$ cat config.mk
export PLATFORM = sky130hd
export DESIGN_NAME = sbc_top
export DESIGN_NICKNAME = d
export VERILOG_FILES = /design/src/rtl/sbc_pkg.sv /design/src/rtl/sbc_top.sv
export VERILOG_INCLUDE_DIRS = /design/src /design/src/rtl
export SDC_FILE = /design/constraint.sdc
export NUM_CORES = 2
export LEC_CHECK = 0
export BUFFER_PORTS_ARGS = -buffer_cell sky130_fd_sc_hd__buf_2
export CORE_MARGIN = 2
export CORE_UTILIZATION = 40
export DETAILED_ROUTE_END_ITERATION = 7
export SLEW_MARGIN = 20
export SYNTH_ARGS = -nofsm -noshare
export SYNTH_HDL_FRONTEND = slang
export SYNTH_SLANG_ARGS = --single-unit
$ cat constraint.sdc
create_clock -name clk -period 81.3 [get_ports clk]
set_clock_uncertainty 0.2 [all_clocks]
set_input_delay 4.065 -clock clk [delete_from_list [all_inputs] [get_ports clk]]
set_output_delay 4.065 -clock clk [all_outputs]
set_load 0.05 [all_outputs]
$ cat src/rtl/sbc_defines.svh
// Purpose: timing counts, reset values and field constants for the switch blind control
// Assumes: 25 MHz system clock
// Notes:   times are kept in their own unit; cycle counts are derived from them
`ifndef SBC_DEFINES_SVH
`define SBC_DEFINES_SVH

`define SBC_CLK_HZ          25000000
`define SBC_TICK_MS         1
`define SBC_MS_CYCLES       (`SBC_CLK_HZ / 1000 * `SBC_TICK_MS)
`define SBC_SEC_MS          1000
`define SBC_SHORT_MS        350
`define SBC_HOLD_MS         2000
`define SBC_DEADTIME_MS     20
`define SBC_SLAT_TRAVEL_RST 16'h03E8
`define SBC_SLAT_STEPS_RST  8'h0A
`define SBC_OVERRUN_DIV     20
`define SBC_POS_FULL        7'h64
`define SBC_POS_EMPTY       7'h00
`define SBC_CONTACT_NC      1'b0

`endif

$ cat src/rtl/sbc_pkg.sv
// Purpose: shared types of the switch blind control
// Assumes: nothing
// Notes:   one-hot codes are written out
package sbc_pkg;
	typedef enum logic [3:0] {
		SBC_IDLE = 4'h1,
		SBC_GAP  = 4'h2,
		SBC_RUN  = 4'h4,
		SBC_HOLD = 4'h8
	} sbc_state_e;

	typedef enum logic [4:0] {
		SBC_K_STEP  = 5'h01,
		SBC_K_BSTEP = 5'h02,
		SBC_K_FULL  = 5'h04,
		SBC_K_OVR   = 5'h08,
		SBC_K_REST  = 5'h10
	} sbc_kind_e;
endpackage

$ cat src/rtl/sbc_top.sv
// Purpose: switch and motion driven light relays plus time based blind and slat control
// Assumes: one 25 MHz clock, synchronous active-low reset, raw pins on all switch inputs
// Notes:   blind and slat positions are tracked by running time only, no sensor feedback
`timescale 1ns/1ps
`include "sbc_defines.svh"

module sbc_top
#(
	parameter int MS_CYCLES = `SBC_MS_CYCLES
)
(
	input  wire logic        clk,
	input  wire logic        nrst,
	input  wire logic        switch_input_one,
	input  wire logic        switch_input_two,
	input  wire logic        sensor_input_one,
	input  wire logic        sensor_input_two,
	input  wire logic        raise_switch_input,
	input  wire logic        lower_switch_input,
	input  wire logic [1:0]  sensor_polarity_select,
	input  wire logic [1:0]  motion_block_bit,
	input  wire logic [15:0] motion_off_delay,
	input  wire logic        group_sensor_en,
	input  wire logic        group_sensor_src,
	input  wire logic        group_switch_en,
	input  wire logic        group_switch_src,
	input  wire logic        slat_cfg_wr,
	input  wire logic [7:0]  slat_step_count_wr,
	input  wire logic [15:0] slat_travel_ms_wr,
	input  wire logic [19:0] blind_up_time_ms,
	input  wire logic [19:0] blind_down_time_ms,
	output logic             light_relay_one,
	output logic             light_relay_two,
	output logic [1:0]       light_on_state_flag,
	output logic             group_on_state_flag,
	output logic             raise_motor_output,
	output logic             lower_motor_output,
	output logic             blind_moving,
	output logic [6:0]       blind_position,
	output logic [7:0]       slat_position,
	output logic [7:0]       slat_step_count,
	output logic [15:0]      slat_travel_ms
);
	import sbc_pkg::*;

	localparam int NPIN = 6;

	// percentage of travel covered by ms of running against a full travel time
	function automatic logic [6:0] sbc_pct(input logic [19:0] ms, input logic [19:0] full);
		logic [26:0] prod;
		logic [26:0] quo;
		prod = 27'(ms) * 27'd100;
		quo  = (full == 20'h00000) ? 27'h0000000 : prod / 27'(full);
		sbc_pct = (quo > 27'd100) ? `SBC_POS_FULL : quo[6:0];
	endfunction

	// pin synchronisers: three flops, a change counts once stages two and three agree
	logic [NPIN-1:0] pin_raw;
	logic [NPIN-1:0] sy1_q;
	logic [NPIN-1:0] sy2_q;
	logic [NPIN-1:0] sy3_q;
	logic [NPIN-1:0] pin_q;
	logic [NPIN-1:0] pin_prev_q;
	logic [NPIN-1:0] rise;
	logic [NPIN-1:0] fall;

	assign pin_raw = {lower_switch_input, raise_switch_input, sensor_input_two,
		sensor_input_one, switch_input_two, switch_input_one};

	genvar gp;
	generate
		for (gp = 0; gp < NPIN; gp++)
		begin : g_sync
			logic idle;

			// sensors start at their no-motion level, else reset itself looks like motion
			assign idle = (gp == 2 || gp == 3) ? ~sensor_polarity_select[gp % 2] : 1'b0;

			always_ff @(posedge clk)
			begin
				if (!nrst)
				begin
					sy1_q[gp]      <= idle;
					sy2_q[gp]      <= idle;
					sy3_q[gp]      <= idle;
					pin_q[gp]      <= idle;
					pin_prev_q[gp] <= idle;
				end
				else
				begin
					sy1_q[gp]      <= pin_raw[gp];
					sy2_q[gp]      <= sy1_q[gp];
					sy3_q[gp]      <= sy2_q[gp];
					pin_prev_q[gp] <= pin_q[gp];
					if (sy2_q[gp] == sy3_q[gp])
						pin_q[gp] <= sy3_q[gp];
				end
			end
		end
	endgenerate

	assign rise = pin_q & ~pin_prev_q;
	assign fall = ~pin_q & pin_prev_q;

	// millisecond and second enables
	logic [$clog2(MS_CYCLES+1)-1:0] div_q;
	logic [9:0]                     sec_div_q;
	logic                           ms_tick;
	logic                           sec_tick;

	assign ms_tick  = (div_q == ($clog2(MS_CYCLES+1))'(MS_CYCLES - 1));
	assign sec_tick = ms_tick && (sec_div_q == 10'(`SBC_SEC_MS - 1));

	always_ff @(posedge clk)
	begin
		if (!nrst)
		begin
			div_q     <= '0;
			sec_div_q <= 10'h000;
		end
		else if (ms_tick)
		begin
			div_q     <= '0;
			sec_div_q <= sec_tick ? 10'h000 : sec_div_q + 10'h001;
		end
		else
			div_q <= div_q + 1'b1;
	end

	// light relays
	logic [1:0]  on_q;
	logic [1:0]  own_q;
	logic [1:0]  ovr_q;
	logic [15:0] tmr_q [2];
	logic [1:0]  motion;
	logic [1:0]  sw_edge;
	logic        grp_sw_evt;
	logic        grp_on;

	assign sw_edge    = rise[1:0];
	assign grp_sw_evt = group_switch_en && sw_edge[group_switch_src];
	assign grp_on     = on_q[0] && on_q[1];
	// contact reads 1 when closed; normally closed sensor signals motion by opening
	assign motion     = (pin_q[3:2] ^ ~sensor_polarity_select) & ~motion_block_bit;

	genvar gl;
	generate
		for (gl = 0; gl < 2; gl++)
		begin : g_light
			logic sw_hit;
			logic sw_tgt;
			logic mot_hit;

			assign sw_hit  = sw_edge[gl] || grp_sw_evt;
			assign sw_tgt  = grp_sw_evt ? ~grp_on : ~on_q[gl];
			assign mot_hit = motion[gl] || (group_sensor_en && motion[group_sensor_src]);

			always_ff @(posedge clk)
			begin
				if (!nrst)
				begin
					on_q[gl]  <= 1'b0;
					own_q[gl] <= 1'b0;
					ovr_q[gl] <= 1'b0;
					tmr_q[gl] <= 16'h0000;
				end
				else if (sw_hit)
				begin
					// edge only: a held switch never dims or repeats
					on_q[gl]  <= sw_tgt;
					ovr_q[gl] <= own_q[gl];
					own_q[gl] <= 1'b0;
					tmr_q[gl] <= 16'h0000;
				end
				else if (mot_hit && !ovr_q[gl] && (!on_q[gl] || own_q[gl]))
				begin
					on_q[gl]  <= 1'b1;
					own_q[gl] <= 1'b1;
					tmr_q[gl] <= motion_off_delay;
				end
				else if (own_q[gl] && sec_tick)
				begin
					if (tmr_q[gl] <= 16'h0001)
					begin
						on_q[gl]  <= 1'b0;
						own_q[gl] <= 1'b0;
					end
					else
						tmr_q[gl] <= tmr_q[gl] - 16'h0001;
				end
			end
		end
	endgenerate

	always_ff @(posedge clk)
	begin
		if (!nrst)
		begin
			light_relay_one     <= 1'b0;
			light_relay_two     <= 1'b0;
			light_on_state_flag <= 2'b00;
			group_on_state_flag <= 1'b0;
		end
		else
		begin
			light_relay_one     <= on_q[0];
			light_relay_two     <= on_q[1];
			light_on_state_flag <= on_q;
			group_on_state_flag <= grp_on;
		end
	end

	// slat configuration, held here because software may rewrite it
	always_ff @(posedge clk)
	begin
		if (!nrst)
		begin
			slat_step_count <= `SBC_SLAT_STEPS_RST;
			slat_travel_ms  <= `SBC_SLAT_TRAVEL_RST;
		end
		else if (slat_cfg_wr)
		begin
			slat_step_count <= (slat_step_count_wr == 8'h00) ? 8'h01 : slat_step_count_wr;
			slat_travel_ms  <= slat_travel_ms_wr;
		end
	end

	// press timing; index 0 is raise, 1 is lower
	logic [1:0]  bsw;
	logic [1:0]  brise;
	logic [1:0]  bfall;
	logic [11:0] bms_q [2];
	logic [1:0]  ign_q;
	logic [1:0]  rel_short;
	logic [1:0]  rel_full;
	logic [1:0]  hold_evt;
	sbc_state_e  state_q;

	assign bsw   = pin_q[5:4];
	assign brise = rise[5:4];
	assign bfall = fall[5:4];

	genvar gb;
	generate
		for (gb = 0; gb < 2; gb++)
		begin : g_press
			assign rel_short[gb] = bfall[gb] && !ign_q[gb] && (bms_q[gb] < 12'(`SBC_SHORT_MS));
			assign rel_full[gb]  = bfall[gb] && !ign_q[gb] && (bms_q[gb] >= 12'(`SBC_SHORT_MS));
			assign hold_evt[gb]  = bsw[gb] && !ign_q[gb] && ms_tick &&
				(bms_q[gb] == 12'(`SBC_HOLD_MS - 1));

			always_ff @(posedge clk)
			begin
				if (!nrst)
				begin
					bms_q[gb] <= 12'h000;
					ign_q[gb] <= 1'b1;
				end
				else if (brise[gb])
				begin
					bms_q[gb] <= 12'h000;
					// a press that lands while the motor is busy only stops or is dropped
					ign_q[gb] <= (state_q != SBC_IDLE);
				end
				else
				begin
					if (bsw[gb] && ms_tick && bms_q[gb] < 12'(`SBC_HOLD_MS))
						bms_q[gb] <= bms_q[gb] + 12'h001;
					if (hold_evt[gb])
						ign_q[gb] <= 1'b1;
				end
			end
		end
	endgenerate

	// blind motor sequencer
	sbc_kind_e   kind_q;
	sbc_state_e  after_q;
	logic        dir_q;
	logic [19:0] run_ms_q;
	logic [19:0] lim_q;
	logic [6:0]  pos_q;
	logic [7:0]  slat_q;
	logic [15:0] step_ms;
	logic [19:0] full_ms;
	logic [19:0] rest_ms;
	logic [6:0]  moved_pos;
	logic        up;
	logic        any_cmd;

	assign step_ms = slat_travel_ms / 16'(slat_step_count);
	assign full_ms = dir_q ? blind_up_time_ms : blind_down_time_ms;
	// after an upward run slats sit at the top, after a downward run at the bottom
	assign rest_ms = dir_q ? 20'(slat_step_count - slat_q) * 20'(step_ms)
		: 20'(slat_q) * 20'(step_ms);
	assign up      = rel_short[0] || rel_full[0] || hold_evt[0]; // raise wins a tie
	assign any_cmd = up || rel_short[1] || rel_full[1] || hold_evt[1];

	always_comb
	begin
		if (dir_q)
			moved_pos = (7'd100 - pos_q < sbc_pct(run_ms_q, full_ms)) ? `SBC_POS_FULL
				: pos_q + sbc_pct(run_ms_q, full_ms);
		else
			moved_pos = (pos_q < sbc_pct(run_ms_q, full_ms)) ? `SBC_POS_EMPTY
				: pos_q - sbc_pct(run_ms_q, full_ms);
	end

	always_ff @(posedge clk)
	begin
		if (!nrst)
		begin
			state_q  <= SBC_IDLE;
			after_q  <= SBC_IDLE;
			kind_q   <= SBC_K_STEP;
			dir_q    <= 1'b0;
			run_ms_q <= 20'h00000;
			lim_q    <= 20'h00000;
			pos_q    <= `SBC_POS_EMPTY;
			slat_q   <= 8'h00;
		end
		else
		begin
			case (state_q)
				SBC_IDLE:
				begin
					run_ms_q <= 20'h00000;
					if (any_cmd)
					begin
						dir_q   <= up;
						state_q <= SBC_GAP;
						after_q <= SBC_RUN;
						if (up ? hold_evt[0] : hold_evt[1])
							after_q <= SBC_HOLD;
						else if (up ? rel_full[0] : rel_full[1])
						begin
							kind_q <= SBC_K_FULL;
							lim_q  <= up ? blind_up_time_ms : blind_down_time_ms;
						end
						else if (up ? (slat_q < slat_step_count) : (slat_q != 8'h00))
						begin
							kind_q <= SBC_K_STEP;
							lim_q  <= 20'(step_ms);
						end
						else if (up ? (pos_q != `SBC_POS_FULL) : (pos_q != `SBC_POS_EMPTY))
						begin
							kind_q <= SBC_K_BSTEP;
							lim_q  <= 20'(step_ms);
						end
						else
							state_q <= SBC_IDLE;
					end
				end
				SBC_GAP:
				begin
					// both outputs are off here, so a reversal never overlaps
					if (ms_tick)
						run_ms_q <= run_ms_q + 20'h00001;
					if (run_ms_q >= 20'(`SBC_DEADTIME_MS))
					begin
						state_q  <= after_q;
						run_ms_q <= 20'h00000;
					end
				end
				SBC_RUN:
				begin
					if (ms_tick)
						run_ms_q <= run_ms_q + 20'h00001;
					if ((kind_q == SBC_K_FULL || kind_q == SBC_K_OVR) && (brise != 2'b00))
					begin
						if (kind_q == SBC_K_FULL)
							pos_q <= moved_pos;
						dir_q    <= ~dir_q;
						lim_q    <= rest_ms;
						kind_q   <= SBC_K_REST;
						state_q  <= (rest_ms == 20'h00000) ? SBC_IDLE : SBC_GAP;
						after_q  <= SBC_RUN;
						run_ms_q <= 20'h00000;
					end
					else if (run_ms_q >= lim_q)
					begin
						run_ms_q <= 20'h00000;
						state_q  <= SBC_IDLE;
						case (kind_q)
							SBC_K_STEP:
								slat_q <= dir_q ? slat_q + 8'h01 : slat_q - 8'h01;
							SBC_K_BSTEP:
								pos_q <= moved_pos;
							SBC_K_FULL:
							begin
								pos_q   <= dir_q ? `SBC_POS_FULL : `SBC_POS_EMPTY;
								kind_q  <= SBC_K_OVR;
								lim_q   <= full_ms / 20'(`SBC_OVERRUN_DIV);
								state_q <= SBC_RUN;
							end
							SBC_K_OVR:
							begin
								dir_q   <= ~dir_q;
								lim_q   <= rest_ms;
								kind_q  <= SBC_K_REST;
								state_q <= (rest_ms == 20'h00000) ? SBC_IDLE : SBC_GAP;
								after_q <= SBC_RUN;
							end
							default:
								state_q <= SBC_IDLE;
						endcase
					end
				end
				SBC_HOLD:
				begin
					if (ms_tick)
						run_ms_q <= run_ms_q + 20'h00001;
					// held time counts only from the 2 s crossing onward
					if (!(dir_q ? bsw[0] : bsw[1]))
					begin
						pos_q    <= moved_pos;
						dir_q    <= ~dir_q;
						lim_q    <= rest_ms;
						kind_q   <= SBC_K_REST;
						state_q  <= (rest_ms == 20'h00000) ? SBC_IDLE : SBC_GAP;
						after_q  <= SBC_RUN;
						run_ms_q <= 20'h00000;
					end
				end
				default:
					state_q <= SBC_IDLE;
			endcase
		end
	end

	always_ff @(posedge clk)
	begin
		if (!nrst)
		begin
			raise_motor_output <= 1'b0;
			lower_motor_output <= 1'b0;
			blind_moving       <= 1'b0;
			blind_position     <= `SBC_POS_EMPTY;
			slat_position      <= 8'h00;
		end
		else
		begin
			raise_motor_output <= (state_q == SBC_RUN || state_q == SBC_HOLD) && dir_q;
			lower_motor_output <= (state_q == SBC_RUN || state_q == SBC_HOLD) && !dir_q;
			blind_moving       <= (state_q != SBC_IDLE);
			blind_position     <= pos_q;
			slat_position      <= slat_q;
		end
	end
endmodule

## Yosys cells after proc, flatten, opt, wreduce, memory -nomap -nowiden

Memory sizes are Yosys's and may differ from the RTL's.
Cells that the tools add are included.

| word-level totals | value |
|---|---|
| word-level logic and storage cells | 389 |
| bits in registers | 179 |
| bits in writable memories | 56 |
| output and inout port bits | 47 |
| input port bits | 97 |
| memories | 2 |

Memories:

| name | depth | width | read ports | clocked after memory_dff | write ports | RTL line | source |
|---|---|---|---|---|---|---|---|
| tmr_q | 2 | 16 | 2 | 0 | 2 | sbc_top.sv:134 | `logic [15:0] tmr_q [2];` |
| bms_q | 2 | 12 | 2 | 0 | 2 | sbc_top.sv:232 | `logic [11:0] bms_q [2];` |

| operators by class | value |
|---|---|
| reductions and logical operators | 80 |
| div/mod/pow operators | 3 |
| bitwise logic cells | 26 |
| magnitude comparators | 16 |
| mux-type cells | 155 |
| add/subtract/negate cells | 13 |
| multipliers | 3 |
| eq/ne operators | 32 |

Operators with widths:

| operator | number |
|---|---|
| $mux 20 | 16 |
| $mux 16 | 6 |
| $mux 1 | 81 |
| $pmux 20 s4 | 1 |
| $mux 7 | 9 |
| $pmux 20 s3 | 1 |
| $mux 12 | 4 |
| $mux 4 | 11 |
| $logic_not 20->1 | 2 |
| $mux 5 | 8 |
| $pmux 20 s2 | 1 |
| $le 16x1->1 const B | 2 |
| $sub 16x1->16 const B | 2 |
| $logic_and 1x1->1 | 29 |
| $pmux 7 s2 | 2 |
| $div 27x20->27 | 1 |
| $gt 27x7->1 const B | 1 |
| $mux 27 | 1 |
| $mul 20x5->25 const B | 1 |
| $add 12x1->12 const B | 2 |
| $eq 12x11->1 const B | 2 |
| $ge 12x9->1 const B | 2 |
| $lt 12x11->1 const B | 2 |
| $lt 12x9->1 const B | 2 |
| other kinds (65) | 139 |

## Depth between registers and ports, before layout

| depth | value |
|---|---|
| word-level depth | 15 |
| mapped depth | 512 |
| depth with buffers taken out | 471 |

## Worst setup path after synthesis

Ideal clock, no wire load.

| path | value |
|---|---|
| path type | input to register |
| start | input port blind_up_time_ms[0] |
| end | register pos_q[2] |
| required time | 81009 ps |
| arrival | 85959 ps |
| buffers on the path | 44 |
| slack | -4950 ps |
| stages on the path | 483 |
| setup time | 91 ps |
| cell sequence | mux2i_1 -> ha_1 -> nor2_1 -> or3_1 -> clkbuf_1 -> a21oi_1 -> nor2_1 -> nor4b_1 -> xnor2_1 -> ha_1 -> a21o_1 -> nand2_1 -> nor2_1 -> a31oi_1 -> and3_1 -> clkbuf_1 -> a31oi_1 -> nor2_1 -> [447 not listed] -> o21ai_0 -> nand2_1 -> a211oi_1 -> o211ai_1 -> o31a_1 -> ha_1 -> inv_1 -> a21oi_1 -> o21bai_1 -> a21o_1 -> a21oi_1 -> o21bai_1 -> a21oi_1 -> nor2_1 -> nand2_1 -> o221ai_1 -> o21ai_0 -> a311oi_1 |

| between the ends | value |
|---|---|
| longest elaborated chain between the ends | 12 |
| elaborated cells between the ends (all ways) | 19 |
| those cells by class | 2 x add/sub; 1 x div; 3 x order compare; 12 x mux; 1 x reduce/logical |

Ends and longest elaborated chain:

| item | RTL line | source |
|---|---|---|
| start: declaration | sbc_top.sv:30 | `input wire logic [19:0] blind_up_time_ms,` |
| $mux 20 * | sbc_top.sv:292 | `assign full_ms = dir_q ? blind_up_time_ms : blind_down_time_ms;` |
| $div 27x20->27 / $logic_not 20->1 (equally long branches) | sbc_top.sv:53 | `quo = (full == 20'h00000) ? 27'h0000000 : prod / 27'(full);` |
| $mux 27 * | sbc_top.sv:53 |  |
| $gt 27x7->1 | sbc_top.sv:54 | `` sbc_pct = (quo > 27'd100) ? `SBC_POS_FULL : quo[6:0]; `` |
| $mux 7 * | sbc_top.sv:54 |  |
| $sub 7x7->7, or another cell as far along | sbc_top.sv:306 | `: pos_q - sbc_pct(run_ms_q, full_ms);` |
| $mux 7, on equally long branches | sbc_top.sv:305, sbc_top.sv:302 |  |
| $mux 7 * | sbc_top.sv:301 | `if (dir_q)` |
| $pmux 7 s2 | sbc_top.sv:384 | `case (kind_q)` |
| $mux 7 | sbc_top.sv:380 | `else if (run_ms_q >= lim_q)` |
| $mux 7 | sbc_top.sv:369 | `if ((kind_q == SBC_K_FULL \|\| kind_q == SBC_K_OVR) && (brise != 2'b00))` |
| $pmux 7 s2 * | sbc_top.sv:324 | `case (state_q)` |
| end signal: assignment | sbc_top.sv:372 | `pos_q <= moved_pos;` |
| end signal: assignment | sbc_top.sv:388 | `pos_q <= moved_pos;` |
| end signal: assignment | sbc_top.sv:391 | `` pos_q <= dir_q ? `SBC_POS_FULL : `SBC_POS_EMPTY; `` |
| end: declaration | sbc_top.sv:282 | `logic [6:0] pos_q;` |

Every way passes the cells marked *; elsewhere a longest branch is shown, timed or not. The select of a mux whose other input is x is not followed.
A chain may end at the register's enable or synchronous reset.

## Worst setup path after layout

| path | value |
|---|---|
| start | input port blind_down_time_ms[11] |
| end | register pos_q[2] |

| between the ends | value |
|---|---|
| longest elaborated chain between the ends | 12 |
| elaborated cells between the ends (all ways) | 19 |
| those cells by class | 2 x add/sub; 1 x div; 3 x order compare; 12 x mux; 1 x reduce/logical |

Ends and longest elaborated chain:

| item | RTL line | source |
|---|---|---|
| start: declaration | sbc_top.sv:31 | `input wire logic [19:0] blind_down_time_ms,` |
| $mux 20 * | sbc_top.sv:292 |  |
| $div 27x20->27 / $logic_not 20->1 (equally long branches) | sbc_top.sv:53 |  |
| $mux 27 * | sbc_top.sv:53 |  |
| $gt 27x7->1 | sbc_top.sv:54 |  |
| $mux 7 * | sbc_top.sv:54 |  |
| $sub 7x7->7, or another cell as far along | sbc_top.sv:306 |  |
| $mux 7, on equally long branches | sbc_top.sv:305, sbc_top.sv:302 |  |
| $mux 7 * | sbc_top.sv:301 |  |
| $pmux 7 s2 | sbc_top.sv:384 |  |
| $mux 7 | sbc_top.sv:380 |  |
| $mux 7 | sbc_top.sv:369 |  |
| $pmux 7 s2 * | sbc_top.sv:324 |  |

Marks and branches as above.

==> flow_summary_export.csv <==
group,metric,value,unit
floorplan,die_h,372,um
layout,fin_util,0.460,
layout,nFillCells,13500,
timing,min_period,76.96,ns
cts,cts_made_buffers,26,
critical_path,crit_path_max_incr_delay,0.58,ns
critical_path,rr_worst_depth,448,
floorplan,start_util,0.404,
drt,viasPerCell,5.97,
placement,portBuffers,143,
drt,wl_met2,87.3,mm
drt,top_layer,"met5",
yosys,avgSynthCellArea,7.30,sq um
yosys,synth-seq-cells,230,
floorplan,rows,134,
layout,final_common_cell,"nor2_1",
cts,cts_tree,"done",
yosys,async_flop_share,0,
critical_path,cpMostUsedCell,"o21a_1",
worst_hold_path,min_from,"sy1_q[3]",
outcome,status,"completed",
floorplan,coreArea,134000,sq um
timing,setup_ws,4.34,ns
drt,detail_route.first_pass.iterations,8,
timing,hold_violations,0,
layout,final_cell_mix,"nor2_1 (702), nand2_1 (683), ha_1 (655)",
worst_hold_path,hold_path.class,"register to register",
placement,dp.cells,9384,
critical_path,reg2reg_setup_slack,4.77,ns
critical_path,worstPathArrival,77.20,ns
layout,stdcell_count,9516,
yosys,yosysTopAreaCellShare,0.156,
cts,cts_hold_buf,0,
drt,wire_per_inst,20.6,um
global_route,grt-ovfl-total,0,
yosys,synthTopCellsByArea,"ha_1 (16%), fa_1 (7.1%), dfxtp_1 (6.4%), a21oi_1 (5.5%), xnor2_1 (5.1%)",
critical_path,crit_path_end_kind,"register",
run,drv_cap,0,
drt,drc,0,
drt,drtIter0Drc,4848,
yosys,synth_area,54100,sq um
layout,regArea,5190,sq um
floorplan,num_io_pins,144,
global_route,grt_antenna_before_repair,11,
cts,clock_sinks,230,
critical_path,timing.rr.start,"run_ms_q[9]",
timing,slew_violations,0,
critical_path,required,81.54,ns
yosys,ys_types,138,
timing,fin_crit_sh,0.947,
cts,clk_latency,0.54,ns
drt,dr_total_vias,56800,
worst_hold_path,min_to,"sy2_q[3]",
global_route,grtUsageTotal,0.269,
layout,nNetsFinal,8689,
critical_path,crit_path_max_fanout,18,
placement,gp_congestion,1.00,
global_route,grt_pass1_vias,53700,
critical_path,r2r-end,"pos_q[2]",
layout,n_antenna_cell,0,
cts,htree_levels,1,
layout,areaGrowthSynthToFinish,13.8,%
drt,wl_met1,89.3,mm
drt,wl,196,mm
worst_hold_path,holdPathStages,1,
critical_path,cp-start-kind,"primary input",
global_route,grt_pass1_wl,300,mm
yosys,synth_edf_count,58,
critical_path,slowest_stage,"or4_4",
floorplan,die_area,138000,sq um
yosys,synth_largest_area_cell,"ha_1",
cts,clkTransAtPathRegs,0.06,ns
yosys,yosys_warnings,0,
placement,pre_cts_slack,-1.04,ns
yosys,synthCells,7409,
yosys,ys_seq_area_frac,0.0959,
timing,fmax,0.0130,GHz
cts,clockBufferDepth,3,
layout,multi_input_area,47400,sq um
global_route,grt_max_degree,73,
layout,layout-drive-gt1-share,0.141,
critical_path,critical_path_class,"primary input to register",
cts,cts_root_buf,"clkbuf_16",
timing,setup_viol,0,
drt,ant_nets,0,
timing,relSlewSlack,0.200,
timing,max_slew.worst_pin.slew,1.19,ns
floorplan,die_x,372,um
placement,dp_hpwl,154,mm
drt,met3_length,13.4,mm
yosys,synth_top_flop_cell,"dfxtp_1",
[stage by stage]
step,area (sq um),hold WS [ns],TNS (ns)
final,61500,0.233,0
after detailed placement,58600,0.222,-5.71
after global routing,61500,0.248,-6.35
after floorplan,54300,0.208,0
after global placement,58600,0.221,0
after CTS,59600,0.239,0
[sequential cells by signal (all words and copies together) (netlist names), 5 cells and up]
signal           count
sy2_q                6
slat_position        8
tmr_q               32
pos_q                7
kind_q               5
sy1_q                6
bms_q               24
run_ms_q            20
slat_q               8
sec_div_q           10
lim_q               20
blind_position       7
sy3_q                6
div_q               15
slat_travel_ms      16
slat_step_count      8
[critical path, delay by kind of cell]
| family | cells | cell delay [ns] |
|---|---|---|
| adder cells (fa/ha/maj) | 25 | 7.39 |
| XOR/XNOR | 9 | 1.51 |
| multiplexers | 6 | 1.97 |
| AND/OR/NAND/NOR | 134 | 21.18 |
| buffers and inverters | 25 | 3.29 |
| AO/OA/AOI/OAI | 237 | 37.67 |
[repair_timing]
item	in CTS	in global routing
buffers inserted	2	75
gates resized for setup	18	305
pin swaps	2	113
endpoints found under the setup margin	7	7
gates cloned	0	7
[cell usage after synthesis, drive strengths merged, types with 32 or more instances]
master    n
mux2i    95
o21bai   65
nor4     65
buf      52
mux2    112
nand2b  175
ha      673
and2    134
o21a    184
o31ai   101
and3     63
o21ai   526
a21oi   602
nand3   181
dfxtp   172
o211ai   41
a21o    150
xnor2   320
nand4   100
nor3    263
a31oi    55
nor2    728
nor2b   102
or4      32
or3      80
a21boi   32
fa      191
clkbuf  206
edfxtp   58
a211oi   57
nand2   693
inv     475
or2      70
xor2    157
[how the worst max path moves through the flow]
stage                                 from       end  slack (ns)
global route        blind_down_time_ms[11]  pos_q[2]       -0.99
detailed placement     blind_up_time_ms[8]  pos_q[6]       -1.04
floorplan           blind_down_time_ms[16]  pos_q[2]        0.04
finish              blind_down_time_ms[11]  pos_q[2]        4.34
global placement       blind_up_time_ms[8]  pos_q[6]        0.47
CTS                    blind_up_time_ms[8]  pos_q[6]       0.001
[cell type report]
cell class / count / area share
multi-input cells: 6438 / 0.770
flip-flops and latches: 230 / 0.0843
repair buffers: 548 / 0.0647
well taps: 1768 / 0.0360
inverters: 484 / 0.0298
clock buffers: 38 / 0.0128
clock inverters: 10 / 0.00220
[kinds of logic (layout without fill, tap and decap cells)]
family / count (synthesis) / count (layout) / synth area share
buffers and inverters: 742 / 1080 / 0.0526
XOR/XNOR: 477 / 477 / 0.0778
AND/OR/NAND/NOR: 2798 / 2798 / 0.256
AO/OA/AOI/OAI: 2085 / 2085 / 0.249
multiplexers: 207 / 207 / 0.0411
adder cells (fa/ha/maj): 869 / 869 / 0.227
flip-flops: 230 / 230 / 0.0959
other: 1 / 2 / 0.0000694
[routing by layer]
layer,GRT usage,vias to the layer above
met4,0.0689,6
li1,-,27300
met2,0.439,1823
met5,0,-
met1,0.373,27300
met3,0.0327,339
Power is left out: the tool's default activity adds up to more than one toggle a clock period on the data nets, which glitch-free logic cannot reach.
